--- src/hdl/fesro_cfg.svh ---
`ifndef FESRO_CFG_SVH
`define FESRO_CFG_SVH
// Behaviour
// - Low select register reads zero while software write enable is clear.
// - A write to low select leaving several bits set clears it fully.
// - High select register reads zero while software write enable is clear.
// - A write to high select leaving several bits set clears it fully.
// - Low select bits 7..4 target the four large low flash blocks.
// - Low select bits 3..0 target the four 1-kbyte blocks from address zero.
// - High select bits 1..0 target the two 32-kbyte upper blocks.
// - Reserved high select bits 7..2 and overlay bits 7..6 read zero.
// - Overlay select set maps RAM over flash and protects every block.
// - Overlay bits 2..1 choose which 1-kbyte block the RAM window covers.
// - Overlay active keeps program and erase bits from entering their modes.
// - Write enable clear blocks setting any bit of either select register.

// ****************************************
// Register word offsets
// ****************************************
`define FESRO_OFS_CTRL 4'h0
`define FESRO_OFS_SEL_LO 4'h1
`define FESRO_OFS_SEL_HI 4'h2
`define FESRO_OFS_OVL 4'h3

// ****************************************
// Field positions and masks
// ****************************************
`define FESRO_CTRL_WR_ENABLE 6
`define FESRO_CTRL_ESU 5
`define FESRO_CTRL_PSU 4
`define FESRO_CTRL_ERASE 1
`define FESRO_CTRL_PROG 0
`define FESRO_CTRL_MASK 8'h73
`define FESRO_HI_MASK 8'h03
`define FESRO_OVL_MASK 8'h3f
`define FESRO_OVL_SEL 3
`define FESRO_OVL_AREA_HI 2
`define FESRO_OVL_AREA_LO 1
`define FESRO_RST_BYTE 8'h00

// ****************************************
// Address map of flash and RAM window
// ****************************************
`define FESRO_WIN_BASE 24'hffe000
`define FESRO_WIN_LAST 24'hffe3ff
`define FESRO_SMALL_BASE 24'h000000
`define FESRO_SMALL_STEP 24'h000400
`define FESRO_BLK4_BASE 24'h001000
`define FESRO_BLK5_BASE 24'h008000
`define FESRO_BLK6_BASE 24'h00c000
`define FESRO_BLK7_BASE 24'h00e000
`define FESRO_BLK8_BASE 24'h010000
`define FESRO_BLK9_BASE 24'h018000
`define FESRO_FLASH_LAST 24'h01ffff
`define FESRO_NO_BLOCK 4'hf
`endif

--- src/hdl/fesro_pkg.sv ---
`default_nettype none
package fesro_pkg;
   typedef enum logic [1:0] {
      FESRO_IDLE = 2'b00,
      FESRO_ACK = 2'b01
   } fesro_bus_st_t;
   typedef logic [7:0] fesro_byte_t;
endpackage
`default_nettype wire

--- src/hdl/fesro_sel_if.sv ---
`default_nettype none
interface fesro_sel_if;
   logic wr;
   logic [7:0] wdata;
   logic software_write_enable;
   logic [7:0] value;
   modport owner (input wr, input wdata, input software_write_enable, output value);
   modport user (output wr, output wdata, output software_write_enable, input value);
endinterface
`default_nettype wire

--- src/hdl/fesro_top.sv ---
// Design decisions made here: register access over Avalon-MM and the register offsets.
`include "fesro_cfg.svh"
`default_nettype none
module fesro_top
   import fesro_pkg::*;
(
   input wire logic core_clk,
   input wire logic rst_n,
   input wire logic [3:0] avs_address,
   input wire logic avs_read,
   input wire logic avs_write,
   input wire logic [31:0] avs_writedata,
   output logic [31:0] avs_readdata,
   output logic avs_waitrequest,
   input wire logic [23:0] cpu_addr,
   output logic [23:0] flash_addr,
   output logic overlay_hit,
   output logic [3:0] erase_target,
   output logic [23:0] erase_base,
   output logic program_mode,
   output logic erase_mode,
   output logic block_protect
);
   // ****************************************
   // Reset release
   // ****************************************
   logic rst_s1_q;
   logic rst_s2_q;
   always_ff @(posedge core_clk or negedge rst_n) begin
      if (!rst_n) begin
         rst_s1_q <= 1'b0;
         rst_s2_q <= 1'b0;
      end else begin
         rst_s1_q <= 1'b1;
         rst_s2_q <= rst_s1_q;
      end
   end
   logic rst_core_n;
   assign rst_core_n = rst_s2_q;

   // ****************************************
   // Bus slave
   // ****************************************
   fesro_bus_st_t st_q;
   fesro_bus_st_t st_d;
   logic [31:0] rdata_q;
   logic [31:0] rdata_d;
   logic [7:0] ctrl_q;
   logic [7:0] ctrl_d;
   logic [7:0] ovl_q;
   logic [7:0] ovl_d;
   logic wr_take;
   logic [7:0] wbyte;
   fesro_sel_if lo_if();
   fesro_sel_if hi_if();

   assign wbyte = avs_writedata[7:0];
   assign wr_take = avs_write && (st_q == FESRO_ACK);

   always_comb begin
      st_d = st_q;
      rdata_d = rdata_q;
      case (st_q)
         FESRO_IDLE: begin
            if (avs_read || avs_write) begin
               st_d = FESRO_ACK;
               case (avs_address)
                  `FESRO_OFS_CTRL: rdata_d = {24'h0, ctrl_q};
                  `FESRO_OFS_SEL_LO: rdata_d = {24'h0, lo_if.value};
                  `FESRO_OFS_SEL_HI: rdata_d = {24'h0, hi_if.value};
                  `FESRO_OFS_OVL: rdata_d = {24'h0, ovl_q};
                  default: rdata_d = 32'h0;
               endcase
            end
         end
         FESRO_ACK: st_d = FESRO_IDLE;
         default: st_d = FESRO_IDLE;
      endcase
   end

   always_ff @(posedge core_clk or negedge rst_core_n) begin
      if (!rst_core_n) begin
         st_q <= FESRO_IDLE;
         rdata_q <= 32'h0;
      end else begin
         st_q <= st_d;
         rdata_q <= rdata_d;
      end
   end

   assign avs_waitrequest = (avs_read || avs_write) && (st_q != FESRO_ACK);
   assign avs_readdata = rdata_q;

   // ****************************************
   // Control and overlay registers
   // ****************************************
   always_comb begin
      ctrl_d = ctrl_q;
      ovl_d = ovl_q;
      if (wr_take && avs_address == `FESRO_OFS_CTRL) begin
         ctrl_d = wbyte & `FESRO_CTRL_MASK;
      end
      if (!ctrl_d[`FESRO_CTRL_WR_ENABLE]) begin
         ctrl_d = `FESRO_RST_BYTE;
      end
      if (wr_take && avs_address == `FESRO_OFS_OVL) begin
         ovl_d = wbyte & `FESRO_OVL_MASK;
      end
   end

   always_ff @(posedge core_clk or negedge rst_core_n) begin
      if (!rst_core_n) begin
         ctrl_q <= `FESRO_RST_BYTE;
         ovl_q <= `FESRO_RST_BYTE;
      end else begin
         ctrl_q <= ctrl_d;
         ovl_q <= ovl_d;
      end
   end

   // ****************************************
   // Erase block selects
   // ****************************************
   assign lo_if.wr = wr_take && avs_address == `FESRO_OFS_SEL_LO;
   assign lo_if.wdata = wbyte;
   assign lo_if.software_write_enable = ctrl_q[`FESRO_CTRL_WR_ENABLE];
   assign hi_if.wr = wr_take && avs_address == `FESRO_OFS_SEL_HI;
   assign hi_if.wdata = wbyte;
   assign hi_if.software_write_enable = ctrl_q[`FESRO_CTRL_WR_ENABLE];

   fesro_sel_reg #(.MASK(8'hff)) u_sel_lo (
      .clk(core_clk),
      .rst_n(rst_core_n),
      .sel(lo_if)
   );
   fesro_sel_reg #(.MASK(`FESRO_HI_MASK)) u_sel_hi (
      .clk(core_clk),
      .rst_n(rst_core_n),
      .sel(hi_if)
   );

   // ****************************************
   // Erase target decode
   // ****************************************
   logic [3:0] tgt;
   logic [23:0] base;
   always_comb begin
      tgt = `FESRO_NO_BLOCK;
      base = `FESRO_SMALL_BASE;
      for (int i = 0; i < 4; i++) begin
         if (lo_if.value[i]) begin
            tgt = 4'(i);
            base = 24'(`FESRO_SMALL_BASE + 24'(i) * `FESRO_SMALL_STEP);
         end
      end
      if (lo_if.value[4]) begin
         tgt = 4'h4;
         base = `FESRO_BLK4_BASE;
      end
      if (lo_if.value[5]) begin
         tgt = 4'h5;
         base = `FESRO_BLK5_BASE;
      end
      if (lo_if.value[6]) begin
         tgt = 4'h6;
         base = `FESRO_BLK6_BASE;
      end
      if (lo_if.value[7]) begin
         tgt = 4'h7;
         base = `FESRO_BLK7_BASE;
      end
      if (hi_if.value[0]) begin
         tgt = 4'h8;
         base = `FESRO_BLK8_BASE;
      end
      if (hi_if.value[1]) begin
         tgt = 4'h9;
         base = `FESRO_BLK9_BASE;
      end
   end

   // ****************************************
   // Overlay mapping and protection
   // ****************************************
   logic ovl_on;
   logic [1:0] area;
   logic [23:0] win_base;
   logic in_win;
   assign ovl_on = ovl_q[`FESRO_OVL_SEL];
   assign area = ovl_q[`FESRO_OVL_AREA_HI:`FESRO_OVL_AREA_LO];
   assign win_base = 24'(`FESRO_SMALL_BASE + 24'(area) * `FESRO_SMALL_STEP);
   assign in_win = cpu_addr >= win_base && cpu_addr < 24'(win_base + `FESRO_SMALL_STEP);

   logic [23:0] faddr_q;
   logic [23:0] faddr_d;
   logic hit_q;
   logic hit_d;
   logic [3:0] tgt_q;
   logic [23:0] base_q;
   logic pmode_q;
   logic pmode_d;
   logic emode_q;
   logic emode_d;
   logic prot_q;

   always_comb begin
      hit_d = ovl_on && in_win;
      faddr_d = hit_d ? (`FESRO_WIN_BASE | (cpu_addr - win_base)) : cpu_addr;
      pmode_d = !ovl_on && ctrl_q[`FESRO_CTRL_WR_ENABLE]
         && ctrl_q[`FESRO_CTRL_PSU] && ctrl_q[`FESRO_CTRL_PROG];
      emode_d = !ovl_on && ctrl_q[`FESRO_CTRL_WR_ENABLE]
         && ctrl_q[`FESRO_CTRL_ESU] && ctrl_q[`FESRO_CTRL_ERASE];
   end

   always_ff @(posedge core_clk or negedge rst_core_n) begin
      if (!rst_core_n) begin
         faddr_q <= 24'h0;
         hit_q <= 1'b0;
         tgt_q <= `FESRO_NO_BLOCK;
         base_q <= 24'h0;
         pmode_q <= 1'b0;
         emode_q <= 1'b0;
         prot_q <= 1'b0;
      end else begin
         faddr_q <= faddr_d;
         hit_q <= hit_d;
         tgt_q <= tgt;
         base_q <= base;
         pmode_q <= pmode_d;
         emode_q <= emode_d;
         prot_q <= ovl_on;
      end
   end

   assign flash_addr = faddr_q;
   assign overlay_hit = hit_q;
   assign erase_target = tgt_q;
   assign erase_base = base_q;
   assign program_mode = pmode_q;
   assign erase_mode = emode_q;
   assign block_protect = prot_q;
endmodule
`default_nettype wire

--- src/hdl/fesro_sel_reg.sv ---
`include "fesro_cfg.svh"
`default_nettype none
module fesro_sel_reg
   import fesro_pkg::*;
#(
   parameter logic [7:0] MASK = 8'hff
) (
   input wire logic clk,
   input wire logic rst_n,
   fesro_sel_if.owner sel
);
   logic [7:0] val_q;
   logic [7:0] val_d;
   logic [7:0] masked;
   always_comb begin
      masked = sel.wdata & MASK;
      val_d = val_q;
      if (!sel.software_write_enable) begin
         val_d = `FESRO_RST_BYTE;
      end else if (sel.wr) begin
         if ($countones(masked) > 1) begin
            val_d = `FESRO_RST_BYTE;
         end else begin
            val_d = masked;
         end
      end
   end
   always_ff @(posedge clk or negedge rst_n) begin
      if (!rst_n) begin
         val_q <= `FESRO_RST_BYTE;
      end else begin
         val_q <= val_d;
      end
   end
   assign sel.value = val_q;
endmodule
`default_nettype wire

--- config.mk ---
export PLATFORM = sky130hd
export DESIGN_NAME = fesro_top
export DESIGN_NICKNAME = d
export VERILOG_FILES = /design/src/hdl/fesro_pkg.sv /design/src/hdl/fesro_sel_if.sv /design/src/hdl/fesro_top.sv /design/src/hdl/fesro_sel_reg.sv
export VERILOG_INCLUDE_DIRS = /design/src /design/src/hdl
export SDC_FILE = /design/constraint.sdc
export NUM_CORES = 1
export LEC_CHECK = 0
export BUFFER_PORTS_ARGS = -buffer_cell sky130_fd_sc_hd__clkbuf_2
export CAP_MARGIN = 15
export CORE_UTILIZATION = 24
export DETAILED_ROUTE_END_ITERATION = 10
export GPL_ROUTABILITY_DRIVEN = 0
export PLACE_DENSITY = 0.48
export RECOVER_POWER = 100
export SETUP_SLACK_MARGIN = 0.15
export SYNTH_ARGS = -nofsm -noshare
export SYNTH_HDL_FRONTEND = slang
export SYNTH_SLANG_ARGS = --single-unit
export TNS_END_PERCENT = 10
--- constraint.sdc ---
create_clock -name core_clk -period 2.42 [get_ports core_clk]
set_input_delay 0.121 -clock core_clk [delete_from_list [all_inputs] [get_ports core_clk]]
set_output_delay 0.121 -clock core_clk [all_outputs]
set_load 0.005 [all_outputs]
* Yosys cells after proc, flatten, opt, wreduce, memory -nomap -nowiden *
Cells that the tools add are included.

word-level totals
  register bits after elaboration = 122
  bits of input ports = 64
  output and inout port bits = 89
  logic and storage cells = 87

operators by class
  add/sub/neg operators = 9
  $lt $le $gt $ge = 4
  equal/unequal tests = 9
  muxes and demuxes = 31
  reductions and logical operators = 18

operators by type and width
  kind                                                                               number
  24-bit two-way mux                                                                 9
  32-bit adder                                                                       3
  32-bit by 2-bit greater-than comparator with 1-bit output (second input constant)  2
  8-bit two-way mux                                                                  7
  4-bit two-way mux                                                                  10
  8-bit case mux with 4 select lines                                                 1
  24-bit by 12-bit greater-or-equal comparator with 1-bit output                     1
  24-bit by 13-bit < comparator with 1-bit output                                    1
  12-bit by 11-bit adder with 13-bit output (second input constant)                  1
  1-bit logical AND                                                                  13
  13-bit by 12-bit subtractor with 13-bit output                                     1
  11-bit two-way mux                                                                 1
  1-bit by 1-bit adder with 2-bit output                                             4
  4-bit by 2-bit equality test with 1-bit output (second input constant)             2
  2-bit two-way mux                                                                  3
  2-bit by 1-bit inequality test with 1-bit output (second input constant)           3
  4-bit by 1-bit equality test with 1-bit output (second input constant)             1
  4-bit zero test                                                                    1
  2-bit inequality test (second input constant)                                      2
  2-bit by 1-bit equality test with 1-bit output (second input constant)             1
  2-bit zero test                                                                    1
  2-bit AND reduction                                                                1
  1-bit zero test                                                                    1
  1-bit logical OR                                                                   1

* Logic depth before layout (Yosys ltp) *
  depth after elaboration = 10
  mapped depth = 11
  mapped depth without buffers = 11

* By module *
From an unflattened synthesis, not the netlist that was laid out.

second synthesis, totals
  cells, all modules = 310
  area, all modules = 3470.8 um2

by module, submodules not included
  module                     instances  cells each  area each (um2)  sequential area each (um2)
  fesro_top                  1          238         2792.7           1531.5
  fesro_sel_reg at u_sel_lo  1          57          536.8            200.2
  fesro_sel_reg at u_sel_hi  1          15          141.4            50.0

* Worst setup path after synthesis *
Ideal clock, no wire load.

  kind = input to register
  from = input avs_writedata[0]
  to = register u_sel_lo.val_q[0], in the netlist u_sel_lo.sel.value[0]
  library setup time = 0.067 ns
  arrival = 2.566 ns
  required time = 2.353 ns
  setup slack = -0.212 ns
  stages on the path = 9
  buffers on the path = 0
  cell sequence = ha_1 > fa_1 > fa_1 > ha_1 > inv_1 > fa_1 > nand4b_1 > nor2_1 > a22o_1

on the way
  word-level cells in the longest chain between the ends = 7

ends and longest elaborated chain
  what                                                          RTL line             source
  start: declaration                                            fesro_top.sv:12      input wire logic [31:0] avs_writedata,
  1-bit by 1-bit adder with 2-bit output (not written as such)  fesro_sel_reg.sv:21  if ($countones(masked) > 1) begin
  32-bit adder (not written as such) (2 in series)              fesro_sel_reg.sv:21
  32-bit by 2-bit greater-than comparator with 1-bit output     fesro_sel_reg.sv:21
  8-bit two-way mux *                                           fesro_sel_reg.sv:21
  8-bit two-way mux *                                           fesro_sel_reg.sv:20  end else if (sel.wr) begin
  8-bit two-way mux *                                           fesro_sel_reg.sv:18  if (!sel.software_write_enable) begin
  end signal: assignment                                        fesro_sel_reg.sv:30  val_q <= `FESRO_RST_BYTE;
  end signal: assignment                                        fesro_sel_reg.sv:32  val_q <= val_d;
  end: declaration                                              fesro_sel_reg.sv:12  logic [7:0] val_q;

Mark *: on every way between the ends. The rest lies on a longest branch, timed or not. The select of a mux whose other input is x is not followed.
A chain may end at the register's enable or synchronous reset.

* Final worst setup path *
  from = input avs_writedata[1]
  to = register u_sel_lo.val_q[1], in the netlist u_sel_lo.sel.value[1]

The elaborated chain is that of the path after synthesis.

==> impl_metrics.py <==
metrics = {
    "outcome": {
        "status": "complete, no violations",
    },
    "sta": {
        "period_minus_slack_ns": 2.35,
        "slew_headroom_pct": 27.1,
        "finalSetupViolCount": 0,
        "worst_pin_slew_ns": 1.09,
        "fin_crit_sh_pct": 97.0,
        "timing.fmax_mhz": 426,
        "hold_viol_final": 0,
        "rsz0062_at_grt": "yes",
        "fin_skew_ns": 0.00634,
        "timing.final.ws_setup_ns": 0.0732,
        "maxSlewViolCount": 0,
    },
    "floorplan": {
        "die_h_um": 120,
        "core_area_um2": 13400,
        "io_pins": 153,
        "dieWidth_um": 120,
        "die_area_um2": 14400,
        "core.rowCount": 42,
        "initial_core_util_pct": 24.9,
    },
    "cts": {
        "clock_sinks": 71,
        "cts_root_buf": "clkbuf_16",
        "path_clk_slew_ns": 0.05,
        "postCtsSetupBuffers": 0,
        "clkLatencyLatePin_ns": 0.33,
        "h-tree-depth": 3,
        "cts_tree": "yes",
        "cts_made_buffers": 9,
        "cts_buffer_depth": 2,
    },
    "synthesis": {
        "synth.yosys.seq_area_share_pct": 53.4,
        "ys.warnings.count": 0,
        "synth_edf_count": 0,
        "ys_top_cells_by_area": "dfrtp_1 50%, buf_4 9.2%, ha_1 5.2%, a22o_1 4.2%, dfstp_2 3.1%",
        "netlist_instances": 283,
        "ys_types": 39,
        "avgSynthCellArea_um2": 11.8,
        "synth_top_cell_area_share_pct": 50.2,
        "synth_area_um2": 3340,
        "async_flop_share_pct": 100,
        "synth.most_common_cell": "dfrtp_1",
        "synth_area_leader_cell": "dfrtp_1",
        "netlist_top_cells_count": "67 x dfrtp_1, 41 x buf_4, 25 x inv_1",
        "ys_ff_latch": 71,
        "synthFlopType": "dfrtp_1",
    },
    "global_routing": {
        "grt_usage_pct": 11.2,
        "antenna_found_initial": 0,
        "grt_pass1_vias": 2333,
        "grt_pass1_wl_um": 12100,
        "gr-total-overflow": 0,
        "grt_max_degree": 29,
    },
    "worst_setup_path": {
        "reg2reg_slack_ns": 0.30,
        "cp.arrival_ns": 2.61,
        "crit_fanout": 8,
        "crit_path_start_kind": "input pin",
        "setup.worst_path.end_class": "flip-flop",
        "path_delay_family": "adder cells",
        "cp_common_cell": "fa_1",
        "max_stage_delay_ns": 0.50,
        "cp_num_buf_inv": 2,
        "path_cells": "buf_8 > ha_4 > fa_1 > fa_1 > ha_2 > inv_2 > fa_1 > nand4b_1 > nor2_4 > a22o_1",
        "slowest_stage": "fa_1",
        "worstPathRequired_ns": 2.68,
        "critPathKind": "input pin to flip-flop",
    },
    "detailed_routing": {
        "drtIter0Drc": 111,
        "drc": 0,
        "num_vias": 2360,
        "avgRoutedWirePerCell_um": 13.0,
        "first_pass_iters": 4,
        "vias_per_cell": 4.03,
        "totalWireLength_um": 7640,
        "ant_nets": 0,
    },
    "placed_design": {
        "dp_slack_ns": -0.317,
        "port_buffers": 87,
        "dpl.hpwl_um": 5830,
    },
    "power_and_ir_drop": {
        "leakagePower_nw": 2.16,
        "design_power_total_mw": 2.82,
        "power.density_nw_per_um2": 643,
        "vdd_drop_max_mv": 0.314,
    },
    "cells_and_area": {
        "diodes": 0,
        "drive_above_1_share_pct": 28.5,
        "fillerInstances": 1382,
        "fin_nets": 488,
        "area_growth_pct": 31.6,
        "utilization_pct": 32.8,
    },
    "run": {
        "drv_cap": 0,
    },
    "min_path": {
        "hp-class": "input pin to flip-flop",
    },
}
## metal layers
layer  wire length, µm  global-route usage, %  up-vias  part of all wire, %
met4               113                   5.16        0                  1.5
met5                 0                      0        -                    0
met2              3740                   18.1       84                   49
li1                  -                      -     1118                    -
met3               445                   3.04        9                  5.8
met1              3340                   13.9     1149                   44
## power breakdown
group / switching (mW) / internal [mW]
Sequential: 0.0431 / 1.25
Clock: 0.470 / 0.688
Combinational: 0.196 / 0.181
## what timing repair did
item,CTS,global route
endpoints found under the setup margin,8,10
gates cloned,0,0
hold buffers,16,0
endpoints found under the hold margin,17,0
gates resized for setup,6,8
pin swaps,7,11
## flip-flops by register name, indices dropped and copies added (netlist names)
signal and count:
rst_core_n 1, program_mode 1, overlay_hit 1, erase_base 7
erase_mode 1, ctrl_q 5, u_sel_hi.sel.value 2, erase_target 4
u_sel_lo.sel.value 8, avs_readdata 8, flash_addr 24, ovl_q 6
block_protect 1, st_q 1, rst_s1_q 1
## cells in the final DEF (no fill, tap or decap), types with 3 or more instances in the layout
cell           netlist  layout
clkbuf_1             2      33
inv_1               25      23
and3_1               6       6
mux2_2               5       5
nor2_1              11      10
clkbuf_16            0       9
dlygate4sd3_1        0      16
or2_2               13      12
clkbuf_2             0      52
a21oi_1              3       3
nand3_1              6       6
nand2_1              9       9
nor3_1               3       3
conb_1               2      42
clkbuf_8             0       3
ha_4                 0       4
ha_1                14       9
dfstp_2              4       4
nor2b_1              4       4
o21ai_0             12      11
nor4_1               4       4
mux2i_1              8       8
fa_1                 5       4
dfrtp_1             67      67
buf_4               41      12
clkinv_2             0       3
a22o_1              16      16
## final timing paths
path,from,to,cells after the start
worst max-delay path,avs_writedata[1],u_sel_lo.sel.value[1],10
worst min-delay path,cpu_addr[20],flash_addr[20],2
worst max register to register,ovl_q[2],flash_addr[10],8
worst min register to register,rst_s1_q,rst_core_n,0
max in group asynchronous,rst_core_n,erase_target[0],1
min in group asynchronous,rst_n,rst_s1_q,2
## layout make-up
type                            count  area [µm²]  share of cell area [%]
Multi-Input combinational cell    181        1330                    30.4
Tap cell                          176         220                    5.01
Sequential cell                    71        1780                    40.5
Inverter                           25        93.8                    2.14
Clock buffer                       12         236                    5.38
Clock inverter                      4        22.5                   0.513
Timing Repair Buffer              117         706                    16.1
## cell families after synthesis
| family | count (synthesis) | share of synthesized area (%) |
|---|---|---|
| AOI/OAI and AO/OA | 39 | 8.77 |
| and+or+nand+nor | 66 | 11.1 |
| other | 2 | 0.225 |
| muxes | 15 | 5.43 |
| adders and majority gates | 19 | 8.24 |
| DFF | 71 | 53.4 |
| buffers and inverters | 71 | 12.9 |
## through the flow
| stage | hold slack, ns | cells | cell area (µm²) | setup TNS, ns |
|---|---|---|---|---|
| after floorplan | -0.175 | 323 | 3540 | -0.120 |
| after global placement | -0.0891 | 554 | 3970 | -1.99 |
| after detailed placement | -0.0870 | 554 | 3970 | -2.49 |
| after CTS | 0.000320 | 586 | 4430 | 0 |
| after global routing | 0.00489 | 586 | 4390 | -0.000506 |
| final | 0.00741 | 586 | 4390 | 0 |
Power figures use the tool's default switching activity.
